**src/cbr_pkg.sv**
```systemverilog
// Package with the register map, field positions and reset values of the bridge config bank.
package cbr_pkg;

    // Printed offsets are register indices; the byte address is four times the index.
    localparam logic [7:0] IDX_IO1_BASE_LOWER = 8'h34;
    localparam logic [7:0] IDX_IO1_BASE_UPPER = 8'h36;
    localparam logic [7:0] IDX_IO1_LIMIT_LOWER = 8'h38;
    localparam logic [7:0] IDX_IO1_LIMIT_UPPER = 8'h3A;
    localparam logic [7:0] IDX_IRQ_LINE = 8'h3C;
    localparam logic [7:0] IDX_IRQ_PIN = 8'h3D;
    localparam logic [7:0] IDX_BRIDGE_CTRL = 8'h3E;
    localparam logic [7:0] IDX_BOARD_MAKER = 8'h40;
    localparam logic [7:0] IDX_BOARD_VARIANT = 8'h42;
    localparam logic [7:0] IDX_LEGACY_BASE = 8'h44;

    // Reset values.
    localparam logic [15:0] RST_IO1_BASE_LOWER = 16'h0000;
    localparam logic [15:0] RST_IO1_BASE_UPPER = 16'h0000;
    localparam logic [15:0] RST_IO1_LIMIT_LOWER = 16'h0000;
    localparam logic [7:0] RST_IRQ_LINE = 8'h00;
    localparam logic [15:0] RST_BRIDGE_CTRL = 16'h0340;
    localparam logic [31:0] RST_LEGACY_BASE = 32'h0000_0000;

    // Interrupt pin codes.
    localparam logic [7:0] IRQ_PIN_SOCKET_A = 8'h01;
    localparam logic [7:0] IRQ_PIN_SOCKET_B = 8'h02;

    // Bridge control fields.
    localparam int BC_PARITY_EN = 0;
    localparam int BC_SERR_EN = 1;
    localparam int BC_ALIAS_BLOCK = 2;
    localparam int BC_MABORT_MODE = 5;
    localparam int BC_CARD_RESET = 6;
    localparam logic [15:0] BC_WRITE_MASK = 16'h0067;
    localparam logic [15:0] BC_FIXED_ONES = 16'h0300;

    // Legacy port base fields.
    localparam logic [31:0] LEG_BASE_MASK = 32'hFFFF_F000;
    localparam logic [31:0] LEG_IO_SPACE = 32'h0000_0001;
    localparam logic [31:0] LEG_FIXED_INDEX = 32'h0000_03E0;
    localparam logic [31:0] LEG_DATA_OFS = 32'h0000_0001;
    localparam logic [31:0] LEG_BAD2_OFS = 32'h0000_0002;
    localparam logic [31:0] LEG_BAD3_OFS = 32'h0000_0003;

    // IO window lower base: bits 1:0 read as zero.
    localparam logic [15:0] IO_BASE_LOWER_MASK = 16'hFFFC;

    // AXI responses.
    localparam logic [1:0] RESP_OKAY = 2'b00;
    localparam logic [1:0] RESP_SLVERR = 2'b10;

    // Narrowest bus address that reaches every register word.
    localparam int MIN_ADDR_W = 9;

endpackage

```
**src/cbr_config_regs.sv**
```systemverilog
// Configuration register bank of the bridge function with IO window and legacy port decode.
//
// Overview of operation
// RULE1 - Upper IO window base is 16-bit read/write, resets to zero.
// RULE2 - IO window limit compares only address bits 15 to 12.
// RULE3 - Upper half of the IO limit is unused and reads zero.
// RULE4 - Interrupt line register stores software's level, resets zero, no effect.
// RULE5 - Interrupt pin reads 01h for socket A, 02h for socket B.
// RULE6 - Bridge control bits 15:10, 7 and 4:3 read zero.
// RULE7 - Bridge control bits 9 and 8 are fixed at one.
// RULE8 - Card reset output follows bridge control bit 6; reset value 0340h.
// RULE9 - Mode zero master abort returns all ones and discards write data.
// RULE10 - Mode one master abort with pending origin gives target abort.
// RULE11 - Mode one abort on completed posted write raises system error if enabled.
// RULE12 - Alias block stops PCI-to-card IO to upper 768 bytes below 64 KB.
// RULE13 - Alias block never applies to IO coming from the card.
// RULE14 - Card system error reaches PCI only while bridge control bit 1 set.
// RULE15 - Card parity errors are reported only while bridge control bit 0 set.
// RULE16 - Subsystem vendor and subsystem identifier words always read zero.
// RULE17 - Software sets legacy port base bits 31 to 12.
// RULE18 - Index port at legacy base, data port at base plus one.
// RULE19 - Host must not access legacy base plus two or three.
// RULE20 - Legacy base bit 0 reads one, bit 1 reads zero.
// RULE21 - Index and data ports also sit at fixed 3E0h and 3E1h.
// RULE22 - IO window base decodes bits 15 to 12, so windows are 4 KB minimum.
// RULE23 - Forward PCI IO inside base..limit inclusive, subject to alias blocking.
//
// The AXI4-Lite interface to the registers was chosen for this implementation.
`timescale 1ns/1ns
module cbr_config_regs
    import cbr_pkg::*;
#(
    parameter int ADDR_W = 9,
    parameter bit SOCKET_B = 1'b0
) (
    // Clock and reset
    input wire logic CLK_IN,
    input wire logic NRST_IN,
    // AXI4-Lite write address and data
    input wire logic [ADDR_W-1:0] AXI_AWADDR_IN,
    input wire logic AXI_AWVALID_IN,
    output logic AXI_AWREADY_OUT,
    input wire logic [31:0] AXI_WDATA_IN,
    input wire logic [3:0] AXI_WSTRB_IN,
    input wire logic AXI_WVALID_IN,
    output logic AXI_WREADY_OUT,
    // AXI4-Lite write response
    output logic [1:0] AXI_BRESP_OUT,
    output logic AXI_BVALID_OUT,
    input wire logic AXI_BREADY_IN,
    // AXI4-Lite read
    input wire logic [ADDR_W-1:0] AXI_ARADDR_IN,
    input wire logic AXI_ARVALID_IN,
    output logic AXI_ARREADY_OUT,
    output logic [31:0] AXI_RDATA_OUT,
    output logic [1:0] AXI_RRESP_OUT,
    output logic AXI_RVALID_OUT,
    input wire logic AXI_RREADY_IN,
    // IO transaction decode
    input wire logic IO_REQ_IN,
    input wire logic [31:0] IO_ADDR_IN,
    input wire logic IO_FROM_CARD_IN,
    output logic IO_FORWARD_OUT,
    output logic IO_BLOCKED_OUT,
    output logic LEGACY_INDEX_SEL_OUT,
    output logic LEGACY_DATA_SEL_OUT,
    output logic LEGACY_BAD_OUT,
    // Master abort handling
    input wire logic MABORT_IN,
    input wire logic MABORT_POSTED_DONE_IN,
    input wire logic CMD_SERR_EN_IN,
    output logic MABORT_ALL_ONES_OUT,
    output logic MABORT_TARGET_ABORT_OUT,
    // Card side errors and reset
    input wire logic CARD_SERR_IN,
    input wire logic CARD_PERR_IN,
    output logic PCI_SERR_OUT,
    output logic PARITY_REPORT_OUT,
    output logic CARD_RESET_OUT
);

    generate
        if (ADDR_W < MIN_ADDR_W) begin : g_chk
            $error("ADDR_W too narrow for the register map");
        end
    endgenerate

    ////////////////////////////////////////////////////////////////////////////////////////////

    function automatic logic [31:0] merge_bytes(input logic [31:0] old_v, input logic [31:0] new_v,
                                                input logic [3:0] strb);
        logic [31:0] r;
        r = old_v;
        for (int i = 0; i < 4; i++) begin
            if (strb[i]) begin
                r[i*8 +: 8] = new_v[i*8 +: 8];
            end
        end
        return r;
    endfunction

    function automatic logic [7:0] word_index(input logic [ADDR_W-1:0] a);
        logic [ADDR_W-1:0] w;
        w = a >> 2;
        return w[7:0];
    endfunction

    ////////////////////////////////////////////////////////////////////////////////////////////
    // Bus slave and register state.

    logic aw_held_q, aw_held_d;
    logic [7:0] aw_idx_q, aw_idx_d;
    logic w_held_q, w_held_d;
    logic [31:0] wdata_q, wdata_d;
    logic [3:0] wstrb_q, wstrb_d;
    logic awready_q, awready_d;
    logic wready_q, wready_d;
    logic bvalid_q, bvalid_d;
    logic [1:0] bresp_q, bresp_d;
    logic arready_q, arready_d;
    logic rvalid_q, rvalid_d;
    logic [31:0] rdata_q, rdata_d;
    logic [1:0] rresp_q, rresp_d;

    logic [15:0] io_window1_base_lower_q, io_window1_base_lower_d;
    logic [15:0] io_window1_base_upper_q, io_window1_base_upper_d;
    logic [15:0] io_window1_limit_lower_q, io_window1_limit_lower_d;
    logic [7:0] irq_line_level_q, irq_line_level_d;
    logic [15:0] bridge_control_q, bridge_control_d;
    logic [31:0] legacy_port_base_q, legacy_port_base_d;

    logic [7:0] irq_pin_select;
    logic [15:0] bridge_control_rd;
    logic [31:0] legacy_port_base_rd;

    assign irq_pin_select = SOCKET_B ? IRQ_PIN_SOCKET_B : IRQ_PIN_SOCKET_A; // RULE5
    assign bridge_control_rd = (bridge_control_q & BC_WRITE_MASK) | BC_FIXED_ONES; // RULE6 RULE7
    assign legacy_port_base_rd = (legacy_port_base_q & LEG_BASE_MASK) | LEG_IO_SPACE; // RULE20

    always_comb begin
        logic [7:0] ridx;
        logic hit;
        ridx = word_index(AXI_ARADDR_IN);
        hit = 1'b0;
        aw_held_d = aw_held_q;
        aw_idx_d = aw_idx_q;
        w_held_d = w_held_q;
        wdata_d = wdata_q;
        wstrb_d = wstrb_q;
        bvalid_d = bvalid_q;
        bresp_d = bresp_q;
        rvalid_d = rvalid_q;
        rdata_d = rdata_q;
        rresp_d = rresp_q;
        io_window1_base_lower_d = io_window1_base_lower_q;
        io_window1_base_upper_d = io_window1_base_upper_q;
        io_window1_limit_lower_d = io_window1_limit_lower_q;
        irq_line_level_d = irq_line_level_q;
        bridge_control_d = bridge_control_q;
        legacy_port_base_d = legacy_port_base_q;

        if (bvalid_q && AXI_BREADY_IN) begin
            bvalid_d = 1'b0;
        end
        if (AXI_AWVALID_IN && awready_q) begin
            aw_held_d = 1'b1;
            aw_idx_d = word_index(AXI_AWADDR_IN);
        end
        if (AXI_WVALID_IN && wready_q) begin
            w_held_d = 1'b1;
            wdata_d = AXI_WDATA_IN;
            wstrb_d = AXI_WSTRB_IN;
        end
        // Writes are executed one cycle after both halves are held, so each path is one flop deep.
        if (aw_held_q && w_held_q && !bvalid_q) begin
            aw_held_d = 1'b0;
            w_held_d = 1'b0;
            bvalid_d = 1'b1;
            bresp_d = RESP_OKAY;
            unique case (aw_idx_q)
                IDX_IO1_BASE_LOWER: begin
                    io_window1_base_lower_d =
                        16'(merge_bytes({16'h0000, io_window1_base_lower_q}, wdata_q, wstrb_q))
                        & IO_BASE_LOWER_MASK;
                end
                IDX_IO1_BASE_UPPER: begin
                    io_window1_base_upper_d =
                        16'(merge_bytes({16'h0000, io_window1_base_upper_q}, wdata_q,
                        wstrb_q)); // RULE1
                end
                IDX_IO1_LIMIT_LOWER: begin
                    io_window1_limit_lower_d =
                        16'(merge_bytes({16'h0000, io_window1_limit_lower_q}, wdata_q,
                        wstrb_q));
                end
                IDX_IRQ_LINE: begin
                    irq_line_level_d =
                        8'(merge_bytes({24'h00_0000, irq_line_level_q}, wdata_q,
                        wstrb_q)); // RULE4
                end
                IDX_BRIDGE_CTRL: begin
                    bridge_control_d =
                        16'(merge_bytes({16'h0000, bridge_control_q}, wdata_q, wstrb_q))
                        & BC_WRITE_MASK;
                end
                IDX_LEGACY_BASE: begin
                    legacy_port_base_d =
                        merge_bytes(legacy_port_base_q, wdata_q, wstrb_q)
                        & LEG_BASE_MASK; // RULE17
                end
                IDX_IO1_LIMIT_UPPER, IDX_IRQ_PIN, IDX_BOARD_MAKER, IDX_BOARD_VARIANT: begin
                    bresp_d = RESP_OKAY;
                end
                default: begin
                    bresp_d = RESP_SLVERR;
                end
            endcase
        end

        if (rvalid_q && AXI_RREADY_IN) begin
            rvalid_d = 1'b0;
        end
        if (AXI_ARVALID_IN && arready_q) begin
            rvalid_d = 1'b1;
            rdata_d = 32'h0000_0000;
            hit = 1'b1;
            unique case (ridx)
                IDX_IO1_BASE_LOWER: rdata_d = {16'h0000, io_window1_base_lower_q};
                IDX_IO1_BASE_UPPER: rdata_d = {16'h0000, io_window1_base_upper_q};
                IDX_IO1_LIMIT_LOWER: rdata_d = {16'h0000, io_window1_limit_lower_q};
                IDX_IO1_LIMIT_UPPER: rdata_d = 32'h0000_0000; // RULE3
                IDX_IRQ_LINE: rdata_d = {24'h00_0000, irq_line_level_q};
                IDX_IRQ_PIN: rdata_d = {24'h00_0000, irq_pin_select}; // RULE5
                IDX_BRIDGE_CTRL: rdata_d = {16'h0000, bridge_control_rd}; // RULE6
                IDX_BOARD_MAKER, IDX_BOARD_VARIANT: rdata_d = 32'h0000_0000; // RULE16
                IDX_LEGACY_BASE: rdata_d = legacy_port_base_rd; // RULE20
                default: hit = 1'b0;
            endcase
            rresp_d = hit ? RESP_OKAY : RESP_SLVERR;
        end

        awready_d = !aw_held_d && !bvalid_d;
        wready_d = !w_held_d && !bvalid_d;
        arready_d = !rvalid_d;
    end

    always_ff @(posedge CLK_IN) begin
        if (!NRST_IN) begin
            aw_held_q <= 1'b0;
            aw_idx_q <= 8'h00;
            w_held_q <= 1'b0;
            wdata_q <= 32'h0000_0000;
            wstrb_q <= 4'h0;
            awready_q <= 1'b0;
            wready_q <= 1'b0;
            bvalid_q <= 1'b0;
            bresp_q <= RESP_OKAY;
            arready_q <= 1'b0;
            rvalid_q <= 1'b0;
            rdata_q <= 32'h0000_0000;
            rresp_q <= RESP_OKAY;
            io_window1_base_lower_q <= RST_IO1_BASE_LOWER;
            io_window1_base_upper_q <= RST_IO1_BASE_UPPER; // RULE1
            io_window1_limit_lower_q <= RST_IO1_LIMIT_LOWER;
            irq_line_level_q <= RST_IRQ_LINE; // RULE4
            bridge_control_q <= RST_BRIDGE_CTRL & BC_WRITE_MASK; // RULE8
            legacy_port_base_q <= RST_LEGACY_BASE;
        end else begin
            aw_held_q <= aw_held_d;
            aw_idx_q <= aw_idx_d;
            w_held_q <= w_held_d;
            wdata_q <= wdata_d;
            wstrb_q <= wstrb_d;
            awready_q <= awready_d;
            wready_q <= wready_d;
            bvalid_q <= bvalid_d;
            bresp_q <= bresp_d;
            arready_q <= arready_d;
            rvalid_q <= rvalid_d;
            rdata_q <= rdata_d;
            rresp_q <= rresp_d;
            io_window1_base_lower_q <= io_window1_base_lower_d;
            io_window1_base_upper_q <= io_window1_base_upper_d;
            io_window1_limit_lower_q <= io_window1_limit_lower_d;
            irq_line_level_q <= irq_line_level_d;
            bridge_control_q <= bridge_control_d;
            legacy_port_base_q <= legacy_port_base_d;
        end
    end

    ////////////////////////////////////////////////////////////////////////////////////////////
    // Decode and error forwarding; every result is a registered one-cycle pulse or a level.

    logic fwd_q, fwd_d;
    logic blk_q, blk_d;
    logic idx_sel_q, idx_sel_d;
    logic dat_sel_q, dat_sel_d;
    logic bad_q, bad_d;
    logic ones_q, ones_d;
    logic tabort_q, tabort_d;
    logic serr_q, serr_d;
    logic perr_q, perr_d;
    logic card_reset_out_q, card_reset_out_d;

    always_comb begin
        logic in_win;
        logic alias_hit;
        logic pci_side;
        logic [31:0] leg;
        leg = legacy_port_base_q & LEG_BASE_MASK;
        pci_side = IO_REQ_IN && !IO_FROM_CARD_IN;
        // Below bit 16 only bits 15:12 take part, which is why no window is smaller than 4 KB.
        in_win = (IO_ADDR_IN[31:16] == io_window1_base_upper_q)
                 && (IO_ADDR_IN[15:12] >= io_window1_base_lower_q[15:12]) // RULE22
                 && (IO_ADDR_IN[15:12] <= io_window1_limit_lower_q[15:12]); // RULE2 RULE23
        alias_hit = bridge_control_q[BC_ALIAS_BLOCK] && (IO_ADDR_IN[31:16] == 16'h0000)
                    && (IO_ADDR_IN[9:8] != 2'b00); // RULE12
        fwd_d = 1'b0;
        blk_d = 1'b0;
        if (IO_REQ_IN && in_win) begin
            if (IO_FROM_CARD_IN) begin
                fwd_d = 1'b1; // RULE13
            end else if (alias_hit) begin
                blk_d = 1'b1; // RULE12
            end else begin
                fwd_d = 1'b1; // RULE23
            end
        end
        idx_sel_d = pci_side && ((IO_ADDR_IN == leg) || (IO_ADDR_IN == LEG_FIXED_INDEX)); // RULE18 RULE21
        dat_sel_d = pci_side && ((IO_ADDR_IN == leg + LEG_DATA_OFS)
                                 || (IO_ADDR_IN == LEG_FIXED_INDEX + LEG_DATA_OFS)); // RULE18 RULE21
        // Flagged but not answered; the host is expected never to go here.
        bad_d = pci_side && ((IO_ADDR_IN == leg + LEG_BAD2_OFS)
                             || (IO_ADDR_IN == leg + LEG_BAD3_OFS)); // RULE19
        ones_d = MABORT_IN && !bridge_control_q[BC_MABORT_MODE]; // RULE9
        tabort_d = MABORT_IN && bridge_control_q[BC_MABORT_MODE] && !MABORT_POSTED_DONE_IN; // RULE10
        serr_d = (MABORT_IN && bridge_control_q[BC_MABORT_MODE] && MABORT_POSTED_DONE_IN
                  && CMD_SERR_EN_IN) // RULE11
                 || (CARD_SERR_IN && bridge_control_q[BC_SERR_EN]); // RULE14
        perr_d = CARD_PERR_IN && bridge_control_q[BC_PARITY_EN]; // RULE15
        card_reset_out_d = bridge_control_q[BC_CARD_RESET]; // RULE8
    end

    always_ff @(posedge CLK_IN) begin
        if (!NRST_IN) begin
            fwd_q <= 1'b0;
            blk_q <= 1'b0;
            idx_sel_q <= 1'b0;
            dat_sel_q <= 1'b0;
            bad_q <= 1'b0;
            ones_q <= 1'b0;
            tabort_q <= 1'b0;
            serr_q <= 1'b0;
            perr_q <= 1'b0;
            card_reset_out_q <= 1'b1;
        end else begin
            fwd_q <= fwd_d;
            blk_q <= blk_d;
            idx_sel_q <= idx_sel_d;
            dat_sel_q <= dat_sel_d;
            bad_q <= bad_d;
            ones_q <= ones_d;
            tabort_q <= tabort_d;
            serr_q <= serr_d;
            perr_q <= perr_d;
            card_reset_out_q <= card_reset_out_d;
        end
    end

    assign AXI_AWREADY_OUT = awready_q;
    assign AXI_WREADY_OUT = wready_q;
    assign AXI_BRESP_OUT = bresp_q;
    assign AXI_BVALID_OUT = bvalid_q;
    assign AXI_ARREADY_OUT = arready_q;
    assign AXI_RDATA_OUT = rdata_q;
    assign AXI_RRESP_OUT = rresp_q;
    assign AXI_RVALID_OUT = rvalid_q;
    assign IO_FORWARD_OUT = fwd_q;
    assign IO_BLOCKED_OUT = blk_q;
    assign LEGACY_INDEX_SEL_OUT = idx_sel_q;
    assign LEGACY_DATA_SEL_OUT = dat_sel_q;
    assign LEGACY_BAD_OUT = bad_q;
    assign MABORT_ALL_ONES_OUT = ones_q;
    assign MABORT_TARGET_ABORT_OUT = tabort_q;
    assign PCI_SERR_OUT = serr_q;
    assign PARITY_REPORT_OUT = perr_q;
    assign CARD_RESET_OUT = card_reset_out_q;

endmodule

```
**config.mk**
```make
export PLATFORM = sky130hd
export DESIGN_NAME = cbr_config_regs
export DESIGN_NICKNAME = d
export VERILOG_FILES = /design/src/cbr_pkg.sv /design/src/cbr_config_regs.sv
export SDC_FILE = /design/constraint.sdc
export NUM_CORES = 1
export LEC_CHECK = 0
export ABC_AREA = 1
export BUFFER_PORTS_ARGS = -buffer_cell sky130_fd_sc_hd__buf_2
export CAP_MARGIN = 10
export CORE_AREA = 2 2 137 105
export CTS_BUF_LIST = sky130_fd_sc_hd__clkbuf_4 sky130_fd_sc_hd__clkbuf_8
export DETAILED_ROUTE_END_ITERATION = 6
export DIE_AREA = 0 0 139 107
export MAX_ROUTING_LAYER = met4
export PLACE_DENSITY_LB_ADDON = 0.1
export SLEW_MARGIN = 40
export SYNTH_ARGS = -nofsm -noshare
export SYNTH_HDL_FRONTEND = slang
export SYNTH_SLANG_ARGS = --single-unit
```
**constraint.sdc**
```tcl
create_clock -name CLK_IN -period 1.4 [get_ports CLK_IN]
set_input_delay 0.28 -clock CLK_IN [delete_from_list [all_inputs] [get_ports CLK_IN]]
set_output_delay 0.28 -clock CLK_IN [all_outputs]
set_load 0.01 [all_outputs]
```
# ---- Word-level counts from Yosys, hierarchy flattened
# Index checks and enable logic that the tools add are counted.
dict set report word_totals {
  register_bits 175
  input_bits 100
  output_inout_bits 51
}
dict set report op_classes {
  add_sub_neg 3
  n_lt_le_gt_ge 2
  n_eq_ne 27
  n_mux 16
  bitwise 2
  n_reduce_logical 54
}
# operator n
set ops {}
lappend ops {{$pmux W32 S7} 1}
lappend ops {{$eq A32 B32 Y1} 4}
lappend ops {{$eq A7 B6 Y1 const B} 14}
lappend ops {{$add A32 B2 Y32 const B} 2}
lappend ops {{$eq A32 B10 Y1 const B} 2}
lappend ops {{$eq A7 B7 Y1 const B} 6}
lappend ops {{$reduce_and A3 Y1} 11}
lappend ops {{$add A32 B1 Y32 const B} 1}
lappend ops {{$logic_and A1 B1 Y1} 25}
lappend ops {{$reduce_or A10 Y1} 2}
lappend ops {{$eq A16 B16 Y1} 1}
lappend ops {{$logic_not A16 Y1} 1}
lappend ops {{$mux W1} 13}
lappend ops {{$logic_not A1 Y1} 8}
lappend ops {{$ge A4 B4 Y1} 1}
lappend ops {{$le A4 B4 Y1} 1}
lappend ops {{$logic_or A1 B1 Y1} 4}
lappend ops {{$mux W2} 2}
lappend ops {{$reduce_or A3 Y1} 1}
lappend ops {{$not A1 Y1} 2}
lappend ops {{$reduce_and A2 Y1} 1}
lappend ops {{$reduce_bool A2 Y1} 1}

# ---- Depth between registers and ports, before layout
# Gate-level depths: netlist of the first run.
dict set report logic_depth {
  word_depth 6
  ltp_mapped 10
  ltp_nobuf 10
}

# ---- Worst setup path after synthesis of the first run
# OpenSTA, ideal clock, no wires.
dict set report synth_timing {
  path_kind {register -> register}
  start {register bvalid_q, in the netlist AXI_BVALID_OUT}
  end {register irq_line_level_q[7]}
  arrival_time_ns 1.246
  setup_slack_ns 0.074
  stages_incl_launch_ff 9
  period_less_slack_ns 1.326
  cell_sequence {dfxtp_1 inv_1 nand3_2 nor2_4 inv_4 nor3_4 buf_6 nor2_1 a211oi_2}
}
dict set report synth_via {
  elab_chain_cells 3
}
# element line
set synth_lines {}
lappend synth_lines {{start: declaration} cbr_config_regs.sv:118} ;# logic bvalid_q, bvalid_d;
lappend synth_lines {{start signal: assignment} cbr_config_regs.sv:276} ;# bvalid_q <= bvalid_d;
lappend synth_lines {{$logic_not A1 Y1} cbr_config_regs.sv:175} ;# if (aw_held_q && w_held_q && !bvalid_q) begin
lappend synth_lines {{$logic_and A1 B1 Y1} cbr_config_regs.sv:175}
lappend synth_lines {{$reduce_and A3 Y1 (no source line)} n/a}
lappend synth_lines {{end signal: assignment} cbr_config_regs.sv:285} ;# irq_line_level_q <= irq_line_level_d;
lappend synth_lines {{end: declaration} cbr_config_regs.sv:128} ;# logic [7:0] irq_line_level_q, irq_line_level_d;
# No other way between the ends.
# A chain may end at the register's enable or synchronous reset.

# ---- Worst setup path after layout of the first run
dict set report layout_timing {
  start {register aw_idx_q[1]}
  end {register irq_line_level_q[1]}
}
dict set report layout_via {
  elab_chain_cells 2
}
# element line
set layout_lines {}
lappend layout_lines {{start: declaration} cbr_config_regs.sv:112} ;# logic [7:0] aw_idx_q, aw_idx_d;
lappend layout_lines {{start signal: assignment} cbr_config_regs.sv:270} ;# aw_idx_q <= aw_idx_d;
lappend layout_lines {{$eq A7 B6 Y1} cbr_config_regs.sv:180} ;# unique case (aw_idx_q)
lappend layout_lines {{$reduce_and A3 Y1 (no source line)} n/a}
# No other way between the ends.

==> impl_metrics.ini, run 1 <==
[grt]
grt_pass1_wl_um = 32690
antenna_found_initial = 1
grt_pass1_vias = 6483
grt_remaining_overflow = 0
grt_start_max_net_pins = 67
track_usage_pct = 28.29

[route]
drc = 0
drtAntennaViolNets = 0
first_pass_iters = 5
wl_per_cell_um = 16.10
drt_iter0_drc = 769
drt-vias-per-instance = 5.526
vias = 7792
wl_um = 22700

[run]
drv_cap = 0

[synth]
syn_area_um2 = 7567
ys_seq_area_share_pct = 45.77
synth-edff-count = 0
synth_top_area_cell = dfxtp_1
ys.warnings.count = 0
yosysTopAreaCellShare_pct = 45.77
avgSynthCellArea_um2 = 7.383
synth.distinct_cells = 36
synth-main-ff-cell = dfxtp_1
synth_common_cells = dfxtp_1, nand2_1, nor2_1
async_reset_ff_share_pct = 0
synthTopCellsByArea = dfxtp_1, o21ai_0, nand2_1
synth_most_common_cell = dfxtp_1
ys_ff_latch = 173
synth_cells = 1025

[clock_tree]
clk_latency_ps = 470
clock-sinks = 173
clk_pin_slew_ps = 110
numCtsBuffers = 17
clk_path_buf_depth = 2
cts_tree = done
h-tree-depth = 4
cts_root_buf = clkbuf_8

[power_and_ir_drop]
vdd_drop_max_mv = 0.7085
p_sw_uw = 2853
swShare_pct = 29.35
seq_power_share_pct = 52.9
p_clk_share_pct = 36.6
combPwrFrac_pct = 10.6
power.density_nw_per_um2 = 977.6
intPower_uw = 6867
power_leakage_uw = 0.004262

[setup_path]
r2r_cells = 7
path_depth = 7
crit_arrival_ps = 1910
cp_num_buf_inv = 2
cp_cell_sequence = nor2_4, buf_4, nand3_2, nor3_4, buf_12, nor2_1, a211oi_1
slowest_stage = dfxtp_2
critical_path_required_ps = 1770
path_max_fanout = 8
crit_path_max_incr_delay_ps = 360
start_kind = flip-flop
end_kind = flip-flop
critPathKind = reg -> reg
critical_path.top_delay_family = simple AND/OR/NAND/NOR gates

[placed_design]
place.port_buffers = 144
dp_hpwl_um = 15050
pre_cts_ws_ps = -53.99
gp_congestion = 0.9637

[die]
die_y_um = 107
start_util_pct = 55.98
coreArea_um2 = 13520
die_w_um = 139
dieArea_um2 = 14870
io_pins = 151
rows = 37

[finish]
nets = 1329
area_growth_pct = 31.38
drive_gt1_share_pct = 29.17

[min_path]
min_path_type = in -> reg
whs_path_depth = 3

[sta]
setup_slack_ps = -142.1
slew_violations = 0
finalSetupViolations = 29
hold-worst-slack_ps = 22.92
rsz0062_at_grt = true
fin_crit_sh_pct = 110.2
fin_worst_skew_ps = 19.38
hold_viol = 0
min_period_ps = 1542
fmax_mhz = 648.5

[status]
violations = negative setup slack
outcome = finished, violations left
worst min-delay path, cell delays in order:
cell and delay [ps]:
buf_2 70, nand2_1 40, nor2_1 70
power by group through the flow:
stage / Sequential [uW] / Combinational, uW / Clock (uW)
5_1_grt: 5150 / 1130 / 3790
2_1_floorplan: 5250 / 490 / 0
4_1_cts: 5130 / 960 / 3560
3_5_place_dp: 5240 / 951 / 0
6_report: 5140 / 1030 / 3550
3_3_place_gp: 5230 / 940 / 0
registers in the layout, summed over array words and instances, names as in the netlist, 4 cells and up:
register                  flops
wdata_q                      32
AXI_RDATA_OUT                32
aw_idx_q                      7
bridge_control_q              5
irq_line_level_q              8
io_window1_limit_lower_q     16
io_window1_base_lower_q      14
legacy_port_base_q           20
io_window1_base_upper_q      16
wstrb_q                       4
timing repair:
item / 4_1_cts / 5_1_grt
gates cloned: 0 / 5
endpoints found under the hold margin: 1 / 0
pin swaps: 3 / 28
resized for setup: 10 / 123
hold buffers: 1 / 0
setup buffers: 3 / 19
endpoints found under the setup margin: 31 / 78
routing by layer:
layer / global-route usage (%) / up-vias / wire (um)
met5: - / - / 0
met4: 6.782 / 0 / 345
met3: 4.868 / 44 / 1946
met2: 40.25 / 384 / 9906
met1: 41.89 / 3568 / 10500
li1: - / 3796 / -
through the flow:
| step | area [um^2] | utilization [%] | TNS [ps] | total power (uW) | instances |
|---|---|---|---|---|---|
| 6_report | 9942 | 73.55 | -1395 | 9719 | 1410 |
| 5_1_grt | 9942 | 73.55 | -5110 | 10080 | 1410 |
| 4_1_cts | 9321 | 68.96 | -9.474 | 9649 | 1385 |
| 3_5_place_dp | 8822 | 65.26 | -229.6 | 6186 | 1349 |
| 3_3_place_gp | 8822 | 65.26 | -8.119 | 6172 | 1349 |
| 2_1_floorplan | 7571 | - | 0 | 5743 | 1026 |
path summary, 6_finish.rpt:
path                                                           from                                to  slack [ps]
worst max-delay path                       aw_idx_q[1]$_SDFFE_PN0P_  irq_line_level_q[1]$_SDFFE_PN0P_        -140
worst min register to register  legacy_port_base_q[22]$_SDFFE_PN0P_    AXI_RDATA_OUT[22]$_SDFFE_PN0P_         470
worst max register to register             aw_idx_q[1]$_SDFFE_PN0P_  irq_line_level_q[1]$_SDFFE_PN0P_        -140
worst min-delay path                                   CARD_PERR_IN      PARITY_REPORT_OUT$_SDFF_PN0_          20
cell families (layout without fill, tap and decap cells):
kind of cell             count (synthesis)  after routing  share of synthesized area [%]
XOR/XNOR                                10             10                          1.157
flip-flops                             173            173                          45.77
AND/OR/NAND/NOR                        407            407                          24.04
adder cells (fa/ha/maj)                  8              8                          1.323
other                                    1              3                        0.04956
buffers and inverters                  147            355                          8.118
AO/OA/AOI/OAI                          279            279                          19.54
final cells by class:
class	instances	area, um^2
Antenna cell	1	2.502
Clock buffer	18	247.7
Clock inverter	14	163.9
Fill cell	1088	3576
Inverter	96	387.9
Multi-Input combinational cell	706	3760
Sequential cell	173	3480
Tap cell	175	219.0
Timing Repair Buffer	227	1682
layout by cell type, fill, tap and decap left out, types with 2 or more instances in the layout:
| cell | Yosys | layout |
|---|---|---|
| a211oi_1 | 21 | 9 |
| a211oi_2 | 3 | 15 |
| a21oi_1 | 110 | 103 |
| a21oi_2 | 0 | 7 |
| buf_12 | 0 | 15 |
| buf_2 | 12 | 144 |
| buf_4 | 6 | 47 |
| buf_6 | 3 | 14 |
| clkbuf_16 | 0 | 5 |
| clkbuf_8 | 0 | 18 |
| clkinv_4 | 0 | 4 |
| clkinv_8 | 0 | 4 |
| conb_1 | 1 | 2 |
| dfxtp_1 | 173 | 160 |
| dfxtp_2 | 0 | 13 |
| ha_1 | 8 | 7 |
| inv_1 | 87 | 82 |
| inv_2 | 8 | 6 |
| inv_4 | 1 | 5 |
| inv_6 | 0 | 3 |
| inv_8 | 0 | 5 |
| nand2_1 | 162 | 159 |
| nand2_4 | 1 | 4 |
| nand3_1 | 61 | 57 |
| nand3_2 | 4 | 5 |
| nand3_4 | 1 | 4 |
| nand4_1 | 16 | 16 |
| nor2_1 | 136 | 124 |
| nor2_2 | 2 | 10 |
| nor2_4 | 7 | 11 |
| nor3_1 | 7 | 7 |
| nor3_4 | 2 | 2 |
| nor3b_1 | 2 | 2 |
| nor4_1 | 3 | 3 |
| o211ai_1 | 2 | 2 |
| o21ai_0 | 135 | 109 |
| o21ai_1 | 6 | 18 |
| o21ai_2 | 0 | 14 |
| xnor2_1 | 3 | 3 |
| xor2_1 | 7 | 7 |
No activity file was read; power rests on OpenSTA's default activity.
==> inputs of run 2 (changes only) <==
--- a/config.mk
+++ b/config.mk
@@ -14,6 +14,7 @@
 export DIE_AREA = 0 0 139 107
 export MAX_ROUTING_LAYER = met4
 export PLACE_DENSITY_LB_ADDON = 0.1
+export SKIP_LAST_GASP = 1
 export SLEW_MARGIN = 40
 export SYNTH_ARGS = -nofsm -noshare
 export SYNTH_HDL_FRONTEND = slang
==> impl_metrics.ini, run 2 (same netlist as run 1, synthesis figures left out) <==
[route]
drt_iter0_drc = 786
drc = 0
wl_um = 22540
vias = 7721
first_pass_iters = 5
drt-vias-per-instance = 5.476
drtAntennaViolNets = 0
wl_per_cell_um = 15.99

[setup_path]
critPathKind = reg -> reg
r2r_cells = 7
start_kind = flip-flop
crit_arrival_ps = 1900
reg2reg_from = aw_idx_q[1]$_SDFFE_PN0P_
end_kind = flip-flop
rrSetupSlack_ps = -140
critical_path_required_ps = 1770
r2r-end = irq_line_level_q[1]$_SDFFE_PN0P_
path_max_fanout = 8

[status]
outcome = finished, violations left
violations = negative setup slack

[sta]
fin_crit_sh_pct = 109.7
fin_worst_skew_ps = 18.95
fmax_mhz = 651.0
rsz0062_at_grt = true
slew_violations = 0
setup_slack_ps = -136.0
hold-worst-slack_ps = 28.71
finalSetupViolations = 31
hold_viol = 0
min_period_ps = 1536

[power_and_ir_drop]
swShare_pct = 29.29
seq_power_share_pct = 52.9
power_leakage_uw = 0.004254
intPower_uw = 6867
power.density_nw_per_um2 = 980.5
vdd_drop_max_mv = 0.6943
combPwrFrac_pct = 10.6
p_sw_uw = 2844
p_clk_share_pct = 36.5

[grt]
grt_pass1_wl_um = 32690
track_usage_pct = 28.29
grt_remaining_overflow = 0
antenna_found_initial = 1
grt_start_max_net_pins = 67
grt_pass1_vias = 6483

[finish]
final_common_cell = dfxtp_1
area_growth_pct = 30.89
fin_area_um2 = 9905
regArea_um2 = 3478
fillerInstances = 1092
nets = 1329
final_cell_mix = dfxtp_1, nand2_1, buf_2
fin_cells = 1410
multiInputGateArea_um2 = 3735
drive_gt1_share_pct = 28.53

[clock_tree]
clock-sinks = 173
clk_pin_slew_ps = 110
cts_tree = done
clk_latency_ps = 460
cts_root_buf = clkbuf_8
numCtsBuffers = 17
h-tree-depth = 4
clk_path_buf_depth = 2

[placed_design]
place_area_um2 = 8822
dp_cells = 1349
gp_congestion = 0.9637
dp_hpwl_um = 15050
place.port_buffers = 144

[run]
drv_cap = 0

[min_path]
whs_path_depth = 3
hp-start = CARD_PERR_IN
min_path_type = in -> reg
hold_end = PARITY_REPORT_OUT$_SDFF_PN0_

[die]
rows = 37
dieArea_um2 = 14870
die_w_um = 139
die_y_um = 107
io_pins = 151
start_util_pct = 55.98
coreArea_um2 = 13520
[run 2: cell count changes in the layout (fill, tap and decap cells not counted)]
cell | previous run | this run
buf_4 | 47 | 50
a211oi_1 | 9 | 11
a21oi_1 | 103 | 104
nor2_1 | 124 | 127
a21oi_2 | 7 | 6
dfxtp_1 | 160 | 161
nor2_2 | 10 | 7
o21ai_2 | 14 | 13
a211oi_2 | 15 | 13
dfxtp_2 | 13 | 12
buf_6 | 14 | 11
o21ai_0 | 109 | 110
[run 2: final cells by class]
| cell class | count | share of cell area (%) |
|---|---|---|
| antenna | 1 | 0.02527 |
| clock buffer | 18 | 2.501 |
| clock inverter | 14 | 1.655 |
| inverter | 96 | 3.916 |
| multi-input combinational | 706 | 37.71 |
| sequential | 173 | 35.12 |
| tap | 175 | 2.211 |
| timing repair buffer | 227 | 16.86 |
[run 2: metrics by stage]
stage	util (%)	TNS [ps]	worst slack [ps]	power [uW]
6_report	73.27	-1457	-136.0	9711
5_1_grt	73.27	-5224	-217.9	10070
4_1_cts	68.96	-9.474	-5.670	9649
3_5_place_dp	65.26	-229.6	-53.99	6186
3_3_place_gp	65.26	-8.119	-8.119	6172
2_1_floorplan	-	0	74.44	5743
[run 2: worst max path at each step]
stage               slack, ps                                 endpoint  cells after the start                 startpoint
floorplan                  70         irq_line_level_q[7]$_SDFFE_PN0P_                      8  AXI_BVALID_OUT$_SDFF_PN0_
global placement           -8      legacy_port_base_q[24]$_SDFFE_PN0P_                      9   aw_idx_q[3]$_SDFFE_PN0P_
detailed placement        -50  io_window1_base_lower_q[8]$_SDFFE_PN0P_                      9  AXI_BVALID_OUT$_SDFF_PN0_
CTS                        -6      legacy_port_base_q[20]$_SDFFE_PN0P_                     10   aw_idx_q[3]$_SDFFE_PN0P_
global route             -220         irq_line_level_q[1]$_SDFFE_PN0P_                      8  AXI_BVALID_OUT$_SDFF_PN0_
finish                   -140         irq_line_level_q[1]$_SDFFE_PN0P_                      7   aw_idx_q[1]$_SDFFE_PN0P_
[run 2: repair_timing]
| item | in CTS | in global routing |
|---|---|---|
| setup endpoints to repair | 31 | 78 |
| pin swaps | 3 | 27 |
| setup buffers | 3 | 19 |
| hold endpoints to repair | 1 | 0 |
| gates resized for setup | 10 | 111 |
| cloned | 0 | 5 |
| hold buffers | 1 | 0 |
[run 2: worst max-delay path, cell delays in order, from the launching register on]
cell and delay [ps]:
dfxtp_2 360, nor2_4 120, buf_4 140, nand3_2 80
nor3_4 270, buf_12 170, nor2_1 50, a211oi_1 250
[run 2: power by group through the flow]
stage	logic (uW)	registers, uW	clock network [uW]
after global routing	1130	5150	3780
after floorplan	490	5250	0
after CTS	960	5130	3560
after detailed placement	951	5240	0
final	1030	5140	3550
after global placement	940	5230	0
[run 2: per-layer routing]
layer | vias to the layer above | share of wire [%] | GRT usage (%)
li1 | 3803 | - | -
met1 | 3516 | 46 | 41.89
met2 | 374 | 44 | 40.25
met3 | 28 | 8.8 | 4.868
met4 | 0 | 1.0 | 6.782
met5 | - | 0 | -
